--- src/rtl/acc_params.svh ---
// Constants of the comparator control block: register indices, field
// positions, reset values and synchroniser depth.
// Assumes it is included by bare name from each file that needs it.
`ifndef ACC_PARAMS_SVH
`define ACC_PARAMS_SVH

// ==========================================================
// Register indices (byte address is four times the index)
`define ACC_IDX_DIG_IN_DIS 8'h01
`define ACC_IDX_CSR_A 8'h08
`define ACC_IDX_CSR_B 8'h09

// ==========================================================
// Control/status A field positions
`define ACC_A_PWR_OFF 7
`define ACC_A_BANDGAP 6
`define ACC_A_SYNC_OUT 5
`define ACC_A_FLAG 4
`define ACC_A_IRQ_EN 3
`define ACC_A_BORROW 2
`define ACC_A_MODE_HI 1
`define ACC_A_MODE_LO 0

// ==========================================================
// Control/status B field positions
`define ACC_B_HYST_EN 7
`define ACC_B_HYST_LVL 6
`define ACC_B_INSEL_HI 2
`define ACC_B_INSEL_LO 0

// ==========================================================
// Reset values and timing
`define ACC_RST_DIG_IN_DIS 8'h00
`define ACC_RST_CSR 8'h00
`define ACC_SYNC_STAGES 2
`define ACC_MAX_CHANNEL 6'h0A

`endif

--- src/rtl/acc_pkg.sv ---
// Types shared by the comparator control block.
// Assumes nothing of its surroundings.
package acc_pkg;
  // Edge mode of the flag event, codes fixed by the register layout
  typedef enum logic [1:0] {
    acc_mode_toggle = 2'h0,
    acc_mode_reserved = 2'h1,
    acc_mode_falling = 2'h2,
    acc_mode_rising = 2'h3
  } acc_irq_mode_type;
  // One register byte
  typedef logic [7:0] acc_byte_type;
endpackage

--- src/rtl/acc_mux_if.sv ---
// Carrier between the register side and the input selector.
// Assumes both ends run on one clock.
`timescale 1ns/1ps
`default_nettype none
interface acc_mux_if;
  logic cmp_mux_borrow_enable; // Software wants the converter mux
  logic converter_enable; // Converter running, blocks the borrow
  logic [5:0] converter_channel_select; // Converter channel code
  logic [2:0] cmp_input_select; // Dedicated pin pairing code
  logic cmp_bandgap_select; // Internal reference on positive side
  logic [2:0] pos_pin_sel_ff; // One-hot positive pin
  logic pos_bandgap_ff; // Reference drives positive side
  logic [2:0] neg_pin_sel_ff; // One-hot negative pin
  logic neg_from_conv_ff; // Converter mux drives negative side
  logic [5:0] neg_channel_ff; // Channel used on negative side
  modport ctrl (
    output cmp_mux_borrow_enable, converter_enable,
    output converter_channel_select, cmp_input_select, cmp_bandgap_select,
    input pos_pin_sel_ff, pos_bandgap_ff, neg_pin_sel_ff,
    input neg_from_conv_ff, neg_channel_ff
  );
  modport sel (
    input cmp_mux_borrow_enable, converter_enable,
    input converter_channel_select, cmp_input_select, cmp_bandgap_select,
    output pos_pin_sel_ff, pos_bandgap_ff, neg_pin_sel_ff,
    output neg_from_conv_ff, neg_channel_ff
  );
endinterface
`default_nettype wire

--- src/rtl/acc_sync.sv ---
// Multi-stage synchroniser for signals from outside the clock domain.
// Assumes the input may change at any time.
`timescale 1ns/1ps
`default_nettype none
module acc_sync #(
  parameter int WIDTH = 1,
  parameter int STAGES = 2
) (
  input wire logic hclk,
  input wire logic hresetn,
  input wire logic [WIDTH-1:0] din,
  output logic [WIDTH-1:0] dout
);
  // ==========================================================
  // Flop chain
  logic [STAGES-1:0][WIDTH-1:0] chain_ff; // Only the next stage reads each
  // Shift one stage per clock
  always_ff @(posedge hclk or negedge hresetn) begin
    if (!hresetn) begin
      chain_ff <= '0;
    end else begin
      chain_ff <= {chain_ff[STAGES-2:0], din};
    end
  end
  assign dout = chain_ff[STAGES-1];
endmodule
`default_nettype wire

--- src/rtl/acc_in_mux.sv ---
// Input selector of the comparator: which pin or channel feeds each side.
// Assumes the analog core follows the registered one-hot selects.
`timescale 1ns/1ps
`default_nettype none
module acc_in_mux (
  input wire logic hclk,
  input wire logic hresetn,
  acc_mux_if.sel mx
);
  import acc_pkg::*;
  logic borrowed; // Converter mux lends its output to the negative side
  logic [2:0] nxt_pos; // Next positive pin select
  logic [2:0] nxt_neg; // Next negative pin select
  assign borrowed = mx.cmp_mux_borrow_enable && !mx.converter_enable; //RULE_01

  // ==========================================================
  // Selection table
  always_comb begin
    nxt_pos = 3'h1;
    nxt_neg = 3'h2;
    if (borrowed) begin
      // Negative side from converter, field picks positive only
      nxt_neg = 3'h0; //RULE_04
      if (mx.cmp_input_select[2]) begin
        nxt_pos = 3'h4;
      end else if (mx.cmp_input_select[1]) begin
        nxt_pos = 3'h2;
      end else begin
        nxt_pos = 3'h1;
      end
    end else begin
      unique case (mx.cmp_input_select) //RULE_02 RULE_03
        3'h0: begin nxt_pos = 3'h1; nxt_neg = 3'h2; end
        3'h1: begin nxt_pos = 3'h1; nxt_neg = 3'h4; end
        3'h2: begin nxt_pos = 3'h2; nxt_neg = 3'h1; end
        3'h3: begin nxt_pos = 3'h2; nxt_neg = 3'h4; end
        3'h4: begin nxt_pos = 3'h4; nxt_neg = 3'h1; end
        default: begin nxt_pos = 3'h4; nxt_neg = 3'h2; end
      endcase
    end
    // Reference replaces whatever pin was chosen
    if (mx.cmp_bandgap_select) begin
      nxt_pos = 3'h0; //RULE_05
    end
  end

  // Registered selects keep glitches off the analog switches
  always_ff @(posedge hclk or negedge hresetn) begin
    if (!hresetn) begin
      mx.pos_pin_sel_ff <= 3'h1;
      mx.pos_bandgap_ff <= 1'b0;
      mx.neg_pin_sel_ff <= 3'h2;
      mx.neg_from_conv_ff <= 1'b0;
      mx.neg_channel_ff <= 6'h00;
    end else begin
      mx.pos_pin_sel_ff <= nxt_pos;
      mx.pos_bandgap_ff <= mx.cmp_bandgap_select; //RULE_05
      mx.neg_pin_sel_ff <= nxt_neg;
      mx.neg_from_conv_ff <= borrowed; //RULE_01
      mx.neg_channel_ff <= mx.converter_channel_select; //RULE_01
    end
  end
endmodule
`default_nettype wire

--- src/rtl/acc_top.sv ---
// Comparator control block: registers on AHB-Lite, input selection,
// output synchroniser, edge flag and interrupt request.
// Assumes one 100 MHz clock, single word transfers, and an analog core
// that follows the select, power and hysteresis outputs.
//
// How it works
// RULE_01: Borrowed converter channel feeds negative input
// RULE_02: Otherwise dedicated pin feeds negative input
// RULE_03: Input code selects positive/negative pin pair
// RULE_04: Under borrow, code selects positive pin only
// RULE_05: Reference bit replaces positive pin
// RULE_06: Power-off bit removes comparator power anytime
// RULE_07: Comparator output synchronised, one-two cycles late
// RULE_08: Matching output edge sets event flag
// RULE_09: Flag cleared by vector taken or write-one
// RULE_10: Request needs flag, enable and global enable
// RULE_11: Mode: toggle, reserved, falling, rising
// RULE_12: Software disables interrupt before mode/power change
// RULE_13: Hysteresis enable and level bits drive core
// RULE_14: Input-disable bit forces pin read to zero
// RULE_15: Edges from previous sample; reserved gives none
`include "acc_params.svh"
`timescale 1ns/1ps
`default_nettype none
module acc_top (
  input wire logic hclk,
  input wire logic hresetn,
  // AHB-Lite slave
  input wire logic hsel,
  input wire logic [31:0] haddr,
  input wire logic [1:0] htrans,
  input wire logic hwrite,
  input wire logic [2:0] hsize,
  input wire logic [31:0] hwdata,
  input wire logic hready,
  output logic hreadyout,
  output logic [31:0] hrdata,
  output logic hresp,
  // Converter and processor context
  input wire logic converter_enable,
  input wire logic [5:0] converter_channel_select,
  input wire logic global_irq_enable,
  input wire logic irq_vector_taken,
  output logic irq,
  // Analog core
  input wire logic cmp_raw,
  output logic cmp_power_off,
  output logic hysteresis_enable,
  output logic hysteresis_level,
  output logic [2:0] pos_pin_sel,
  output logic pos_bandgap,
  output logic [2:0] neg_pin_sel,
  output logic neg_from_converter,
  output logic [5:0] neg_channel,
  // Digital input buffers of the shared pins
  input wire logic [7:0] pin_digital_in,
  output logic [7:0] pin_digital_read,
  output logic [7:0] digital_input_disable
);
  import acc_pkg::*;

  // ==========================================================
  // Register state
  acc_byte_type dig_in_dis_ff; // Digital input disable bits
  logic pwr_off_ff; // Comparator power removed
  logic bandgap_ff; // Reference on positive side
  logic flag_ff; // Sticky edge event
  logic irq_en_ff; // Interrupt enable, masks the request but not the flag
  logic borrow_ff; // Converter mux borrow request
  acc_irq_mode_type mode_ff; // Edge mode
  logic hyst_en_ff; // Hysteresis on
  logic hyst_lvl_ff; // Larger hysteresis level
  logic [2:0] insel_ff; // Dedicated pin code
  logic irq_ff; // Registered request
  acc_byte_type pin_read_ff; // Gated pin inputs

  // ==========================================================
  // Bus slave state
  logic wr_pend_ff; // Write data phase follows
  logic rd_wait_ff; // Read data phase, one wait state
  logic [31:0] addr_ff; // Address held for the data phase
  logic [31:0] hrdata_ff; // Read data register
  logic addr_take; // Valid address phase accepted
  logic wr_csr_a; // Write to control/status A this cycle
  logic wr_csr_b; // Write to control/status B this cycle
  logic wr_dis; // Write to input-disable register this cycle
  acc_byte_type wbyte; // Written byte
  acc_byte_type rd_mux; // Read value of the held address

  // ==========================================================
  // Comparator path
  logic cmp_sync_output; // Synchronised comparator output
  logic cmp_prev_ff; // Previous synchronised sample
  logic rise; // Rising output edge
  logic fall; // Falling output edge
  logic edge_event; // Edge matching the mode
  logic flag_clr; // Software or vector clears the flag

  acc_mux_if mux_if ();

  // ==========================================================
  // AHB-Lite address and data phase
  assign addr_take = hsel && htrans[1] && hready;
  assign hreadyout = !rd_wait_ff; // Only reads wait, writes go straight
  assign hresp = 1'b0;
  assign hrdata = hrdata_ff;
  assign wbyte = hwdata[7:0];
  assign wr_csr_a = wr_pend_ff && addr_ff == {22'h0, `ACC_IDX_CSR_A, 2'h0};
  assign wr_csr_b = wr_pend_ff && addr_ff == {22'h0, `ACC_IDX_CSR_B, 2'h0};
  assign wr_dis = wr_pend_ff
    && addr_ff == {22'h0, `ACC_IDX_DIG_IN_DIS, 2'h0};

  // Capture the address phase
  always_ff @(posedge hclk or negedge hresetn) begin
    if (!hresetn) begin
      wr_pend_ff <= 1'b0;
      rd_wait_ff <= 1'b0;
      addr_ff <= 32'h0;
    end else begin
      wr_pend_ff <= addr_take && hwrite;
      // Read sits one cycle so a preceding write has landed
      rd_wait_ff <= addr_take && !hwrite;
      if (addr_take) begin
        addr_ff <= haddr;
      end
    end
  end

  // Read multiplexer, unmapped addresses read zero
  always_comb begin
    rd_mux = 8'h00;
    if (addr_ff == {22'h0, `ACC_IDX_CSR_A, 2'h0}) begin
      rd_mux = {pwr_off_ff, bandgap_ff, cmp_sync_output, flag_ff,
                irq_en_ff, borrow_ff, mode_ff};
    end else if (addr_ff == {22'h0, `ACC_IDX_CSR_B, 2'h0}) begin
      rd_mux = {hyst_en_ff, hyst_lvl_ff, 3'h0, insel_ff};
    end else if (addr_ff == {22'h0, `ACC_IDX_DIG_IN_DIS, 2'h0}) begin
      rd_mux = dig_in_dis_ff;
    end
  end

  // Read data register, loaded in the wait cycle
  always_ff @(posedge hclk or negedge hresetn) begin
    if (!hresetn) begin
      hrdata_ff <= 32'h0;
    end else if (rd_wait_ff) begin
      hrdata_ff <= {24'h0, rd_mux};
    end
  end

  // ==========================================================
  // Control/status A writable fields
  always_ff @(posedge hclk or negedge hresetn) begin
    if (!hresetn) begin
      pwr_off_ff <= 1'b0;
      bandgap_ff <= 1'b0;
      irq_en_ff <= 1'b0;
      borrow_ff <= 1'b0;
      mode_ff <= acc_mode_toggle;
    end else if (wr_csr_a) begin
      // Power bit takes effect whenever written
      pwr_off_ff <= wbyte[`ACC_A_PWR_OFF]; //RULE_06
      bandgap_ff <= wbyte[`ACC_A_BANDGAP]; //RULE_05
      irq_en_ff <= wbyte[`ACC_A_IRQ_EN]; //RULE_10
      borrow_ff <= wbyte[`ACC_A_BORROW]; //RULE_01
      mode_ff <= acc_irq_mode_type'(wbyte[`ACC_A_MODE_HI:`ACC_A_MODE_LO]);
    end
  end

  // Control/status B fields
  always_ff @(posedge hclk or negedge hresetn) begin
    if (!hresetn) begin
      hyst_en_ff <= 1'b0;
      hyst_lvl_ff <= 1'b0;
      insel_ff <= 3'h0;
    end else if (wr_csr_b) begin
      hyst_en_ff <= wbyte[`ACC_B_HYST_EN]; //RULE_13
      hyst_lvl_ff <= wbyte[`ACC_B_HYST_LVL]; //RULE_13
      insel_ff <= wbyte[`ACC_B_INSEL_HI:`ACC_B_INSEL_LO];
    end
  end

  // Input-disable register and gated pin reads
  always_ff @(posedge hclk or negedge hresetn) begin
    if (!hresetn) begin
      dig_in_dis_ff <= `ACC_RST_DIG_IN_DIS;
      pin_read_ff <= 8'h00;
    end else begin
      if (wr_dis) begin
        dig_in_dis_ff <= wbyte;
      end
      // Disabled buffers read as zero
      pin_read_ff <= pin_digital_in & ~dig_in_dis_ff; //RULE_14
    end
  end

  // ==========================================================
  // Comparator output synchroniser
  acc_sync #(
    .WIDTH(1),
    .STAGES(`ACC_SYNC_STAGES)
  ) u_sync (
    .hclk(hclk),
    .hresetn(hresetn),
    .din(cmp_raw),
    .dout(cmp_sync_output) //RULE_07
  );

  // Previous sample for edge detection
  always_ff @(posedge hclk or negedge hresetn) begin
    if (!hresetn) begin
      cmp_prev_ff <= 1'b0;
    end else begin
      cmp_prev_ff <= cmp_sync_output; //RULE_15
    end
  end

  assign rise = cmp_sync_output && !cmp_prev_ff; //RULE_15
  assign fall = !cmp_sync_output && cmp_prev_ff; //RULE_15

  // Edge against mode
  always_comb begin
    unique case (mode_ff) //RULE_11
      acc_mode_toggle: edge_event = rise || fall;
      acc_mode_falling: edge_event = fall;
      acc_mode_rising: edge_event = rise;
      acc_mode_reserved: edge_event = 1'b0; //RULE_15
    endcase
  end

  // ==========================================================
  // Event flag and interrupt
  assign flag_clr = irq_vector_taken || (wr_csr_a && wbyte[`ACC_A_FLAG]);

  // A new edge wins over a clear in the same cycle
  always_ff @(posedge hclk or negedge hresetn) begin
    if (!hresetn) begin
      flag_ff <= 1'b0;
    end else if (edge_event) begin
      flag_ff <= 1'b1; //RULE_08
    end else if (flag_clr) begin
      flag_ff <= 1'b0; //RULE_09
    end
  end

  // Level request, masked by enable and global enable
  always_ff @(posedge hclk or negedge hresetn) begin
    if (!hresetn) begin
      irq_ff <= 1'b0;
    end else begin
      irq_ff <= flag_ff && irq_en_ff && global_irq_enable; //RULE_10
    end
  end
  assign irq = irq_ff;

  // ==========================================================
  // Selector and outputs
  assign mux_if.cmp_mux_borrow_enable = borrow_ff;
  assign mux_if.converter_enable = converter_enable;
  assign mux_if.converter_channel_select = converter_channel_select;
  assign mux_if.cmp_input_select = insel_ff;
  assign mux_if.cmp_bandgap_select = bandgap_ff;

  acc_in_mux u_mux (
    .hclk(hclk),
    .hresetn(hresetn),
    .mx(mux_if.sel)
  );

  assign pos_pin_sel = mux_if.pos_pin_sel_ff;
  assign pos_bandgap = mux_if.pos_bandgap_ff;
  assign neg_pin_sel = mux_if.neg_pin_sel_ff;
  assign neg_from_converter = mux_if.neg_from_conv_ff;
  assign neg_channel = mux_if.neg_channel_ff;
  assign cmp_power_off = pwr_off_ff;
  assign hysteresis_enable = hyst_en_ff;
  assign hysteresis_level = hyst_lvl_ff;
  assign pin_digital_read = pin_read_ff;
  assign digital_input_disable = dig_in_dis_ff;
endmodule
`default_nettype wire

--- config.mk ---
export PLATFORM = sky130hd
export DESIGN_NAME = acc_top
export DESIGN_NICKNAME = d
export VERILOG_FILES = /design/src/rtl/acc_pkg.sv /design/src/rtl/acc_mux_if.sv /design/src/rtl/acc_sync.sv /design/src/rtl/acc_in_mux.sv /design/src/rtl/acc_top.sv
export VERILOG_INCLUDE_DIRS = /design/src /design/src/rtl
export SDC_FILE = /design/constraint.sdc
export NUM_CORES = 1
export LEC_CHECK = 0
export ABC_CLOCK_PERIOD_IN_PS = 2900
export BUFFER_PORTS_ARGS = -buffer_cell sky130_fd_sc_hd__buf_4
export CAP_MARGIN = 15
export CORE_ASPECT_RATIO = 0.9
export CORE_MARGIN = 5
export CORE_UTILIZATION = 49
export CTS_BUF_LIST = sky130_fd_sc_hd__clkbuf_2
export DETAILED_ROUTE_END_ITERATION = 10
export GPL_ROUTABILITY_DRIVEN = 0
export PLACE_DENSITY = 0.8
export SLEW_MARGIN = 30
export SYNTH_ARGS = -nofsm -noshare
export SYNTH_HDL_FRONTEND = slang
export SYNTH_SLANG_ARGS = --single-unit
--- constraint.sdc ---
create_clock -name hclk -period 2.9 [get_ports hclk]
set_input_delay 0.145 -clock hclk [delete_from_list [all_inputs] [get_ports hclk]]
set_output_delay 0.145 -clock hclk [all_outputs]
set_load 0.01 [all_outputs]
# Word-level counts from Yosys, hierarchy flattened
# Index checks and enable logic that the tools add are counted.
# word_totals
reg_bits	88
out_inout_bits	68
wordCells	76
# op_classes
eq_ne	10
mux	13
bitwise	2
reduce_logical	27
# ops
cell	n
32-bit by 6-bit == test with 1-bit output (second input constant)	2
32-bit by 3-bit == test with 1-bit output (second input constant)	1
8-bit 2-to-1 mux	3
1-bit logical AND	13
3-bit 2-to-1 mux	4
3-bit one-hot mux with 2 select lines	2
8-bit bitwise AND	1
8-bit inverter	1
2-bit OR reduction	4
3-bit by 2-bit == test with 1-bit output (second input constant)	2
1-bit zero test	5
2-bit == test (second input constant)	2
1-bit one-hot mux with 4 select lines	1
3-bit by 1-bit == test with 1-bit output (second input constant)	1
3-bit == test (second input constant)	1
3-bit zero test	1
2-bit by 1-bit == test with 1-bit output (second input constant)	1
2-bit zero test	1
1-bit logical OR	2
1-bit 2-to-1 mux	2
2-bit 2-to-1 mux	1
2-bit nonzero test	1

# Depth between registers and ports, before layout
# logic_depth
word_depth	6
ltp_mapped	5

# By module
# Synthesis repeated with hierarchy kept, for this count alone.
# unflattened
cells_unflattened	257
area_unflattened_um2	3597.2
# modules_own_cells
mod	n_inst	cells_each	area_each_um2	seq_area_each_um2
acc_top	1	231	3131.8	1801.7
acc_in_mux	1	24	415.4	352.8
acc_sync	1	2	50.0	50.0

# Least setup slack after synthesis
# No wires, ideal clock.
# synth_timing
path_kind	register -> register
startpoint	register addr_ff[6]
endpoint	register hyst_en_ff (netlist: hysteresis_enable)
arrival_time_ns	1.978
required_time_ns	2.773
setup_slack_ns	0.795
stages_incl_launch_ff	6
n_path_buf	1
period_less_slack_ns	2.105
cell_sequence	dfrtp_1 -> or4_4 -> nor4_4 -> and4_1 -> buf_4 -> mux2_1
# synth_between
elab_chain_cells	2
# synth_lines
element	line_no	source
start, declared	acc_top.sv:81	logic [31:0] addr_ff;
start signal, assigned	acc_top.sv:124	addr_ff <= haddr;
32-bit by 6-bit == test with 1-bit output	acc_top.sv:109	assign wr_csr_b = wr_pend_ff && addr_ff == {22'h0, `ACC_IDX_CSR_B, 2'h0};
1-bit logical AND	acc_top.sv:109	
end signal, assigned	acc_top.sv:177	hyst_en_ff <= wbyte[`ACC_B_HYST_EN];
end, declared	acc_top.sv:71	logic hyst_en_ff;
# No other way between the ends.
# A chain may end at the register's enable or synchronous reset.

# Worst setup path after layout
# layout_timing
startpoint	register addr_ff[6]
endpoint	register insel_ff[0]
# layout_between
elab_chain_cells	2
# layout_lines
element	line_no	source
32-bit by 6-bit == test with 1-bit output	acc_top.sv:109	
1-bit logical AND	acc_top.sv:109	
end signal, assigned	acc_top.sv:179	insel_ff <= wbyte[`ACC_B_INSEL_HI:`ACC_B_INSEL_LO];
end, declared	acc_top.sv:73	logic [2:0] insel_ff;
# No other way between the ends.

==> results.toml <==
[floorplanning]
core_area_um2 = 7150
io_pins = 160
rows = 29
die_x_um = 101
die-area_um2 = 9270
die_y_um = 91.8
initial_core_util_pct = 51.0

[min_path]
hold_class = "input pin to flop"
hold_path_depth = 4
hold-path-endpoint = "wr_pend_ff"
worstHoldStart = "htrans[1]"

[routing]
wl_met2_mm = 4.52
drtPass1Iterations = 4
drt_iter0_markers = 61
wirelength_mm = 8.52
viasPerCell = 4.95
vias = 2616
wl_per_cell_um = 16.1
drt-met1-wl_mm = 3.24
route.met3.wl_um = 680
drc_errors = 0
ant_nets = 0
highest_layer = "met4"

[cells_and_area]
layout-drive-gt1-share_pct = 41.7
final_cell_area_um2 = 5240
fin_util_pct = 73.3
area_delta_synth_final_pct = 43.6
n_antenna_cell = 0
final_common_cell = "buf_4"
finish.net_count = 525
fin_cells = 529
layout_common_cells = "buf_4, dfrtp_1, dlygate4sd3_1"

[sta]
fin_hold_ws_ps = 181
maxSlewHeadroom_pct = 49.6
setup-violations-final = 0
final.min_clock_period_ps = 2350
tightest_slew_ps = 756
report.final.slew_viol_count = 0
max_freq_mhz = 426
rsz0062_at_grt = "false"
setup_ws_ps = 551
hold_viol = 0
tns_ps = 0
fin_skew_ps = 27.9
post-route-period-util_pct = 81.0

[setup_path]
critPathMaxFanout = 6
slowest_stage = "or4_4"
arrival_ps = 2780
end_kind = "flop"
cp_cell_sequence = "or4_4 > nor4_4 > and4_1 > mux2_1"
worst-path-buf-inv = 0
max_stage_delay_ps = 610
start_kind = "flop"
cp.required_ps = 3330
cpLargestDelayFamily = "simple AND/OR/NAND/NOR gates"
regToRegEndpoint = "insel_ff[0]"
r2r_setup_slack_ps = 550
r2r-start = "addr_ff[6]"
reg2reg_depth = 4
crit_type = "flop to flop"

[synthesis]
yosysTopAreaCell = "dfrtp_1"
synthArstFlopShare_pct = 100
synth_top_area_share_pct = 59.0
synth_cells = 259
synth_edf_count = 0
synth_area_leaders = "dfrtp_1, mux2_2, buf_4"
yosys_most_used_dff = "dfrtp_1"
syn-cell-area_um2 = 3650
synth_area_per_cell_um2 = 14.1
yosysWarnings = 0
ys_seq_area_share_pct = 60.4
synth-seq-cells = 88
synth_cell_types = 34

[grt]
grt_pass1_vias = 2783
grt-ovfl-total = 0
grt_start_max_net_pins = 89
antenna_found_initial = 0
gr-usage-all-layers_pct = 19.4
grt_pass1_wl_mm = 13.9

[placed_design]
place_area_um2 = 4450
place_hpwl_mm = 5.50
dp_slack_ps = 542
dp.cells = 453
io_buffers = 106

[power]
p_per_area_nw_per_um2 = 510
p_total_mw = 2.67
irDropWorstVdd_mv = 0.354
power.leakage_nw = 2.52

[clocking]
ctsRootBufferMaster = "clkbuf_2"
cts_buffers = 9
cts-htree-levels = 3
cts_max_path_buffers = 2
cts.sinks = 88
clkLatencyLatePin_ps = 540
cts_tree = "built"
cts_resized = 0
path_clk_slew_ps = 210

[job]
maxCapViolCount = 0

[status]
outcome = "completed"
-- registers in the layout, summed over array words and instances (netlist names), 2 cells and up --
signal / cells
hrdata: 8
addr_ff: 32
u_mux.mx.pos_pin_sel_ff: 3
mode_ff: 2
digital_input_disable: 8
insel_ff: 3
u_mux.mx.neg_channel_ff: 6
pin_digital_read: 8
u_mux.mx.neg_pin_sel_ff: 3
-- cells by family (layout without fill, tap and decap cells) --
logic type                 count (synthesis)  count (layout)  share of synthesized area [%]
other                                      1              25                          0.103
muxes                                     52              52                           16.1
and+or+nand+nor                           55              55                           11.6
DFF                                       88              88                           60.4
xor gates and xnor gates                   1               1                          0.240
adders and majority gates                  2               2                          0.686
AOI/OAI and AO/OA                         20              20                           4.12
buffers and inverters                     40             193                           6.79
-- worst register-to-register path, cell delays in order, from the launching register on --
cell and delay [ps]:
dfrtp_1 420, or4_4 610, nor4_4 480, and4_1 410, mux2_1 360
-- power breakdown --
| part | total [mW] | leakage (nW) | switching, mW | internal, mW |
|---|---|---|---|---|
| clock | 0.870 | 0.106 | 0.403 | 0.467 |
| sequential | 1.42 | 1.09 | 0.0767 | 1.34 |
| combinational | 0.385 | 1.32 | 0.150 | 0.235 |
| total | 2.67 | 2.52 | 0.629 | 2.04 |
-- cell usage after synthesis, drive strengths merged (3+ instances only) --
cell and count:
o32ai 5, clkbuf 5, nand2b 6, nor2b 12
buf 26, and4 3, nor2 8, o2bb2ai 3
nor3 3, inv 9, a22oi 8, mux2 52
dfrtp 86, nor4 7, or4 4
-- metal layers --
metal | track usage, % | vias up
met2 | 34.4 | 107
met1 | 22.2 | 1286
met3 | 6.98 | 12
met4 | 4.76 | 0
met5 | 0 | -
li1 | - | 1211
-- timing repair --
| item | CTS | global route |
|---|---|---|
| setup buffers | 0 | 0 |
| hold buffers | 60 | 0 |
| hold endpoints to repair | 160 | 0 |
-- worst max path at each step --
stage                          start           endpoint  cells past startpoint
after floorplan           addr_ff[6]  hysteresis_enable                      5
after global placement    addr_ff[6]   hysteresis_level                      4
after detailed placement  addr_ff[6]        insel_ff[0]                      4
after CTS                 addr_ff[6]        insel_ff[0]                      4
after global routing      addr_ff[1]        insel_ff[0]                      4
final                     addr_ff[6]        insel_ff[0]                      4
-- cell type report --
class / count / area (um^2)
Clock buffer: 11 / 55.1
Clock inverter: 5 / 129
Fill cell: 459 / 1910
Inverter: 9 / 33.8
Multi-Input combinational cell: 155 / 1280
Sequential cell: 88 / 2200
Tap cell: 93 / 116
Timing Repair Buffer: 168 / 1420
No activity file was read; power rests on OpenSTA's default activity.
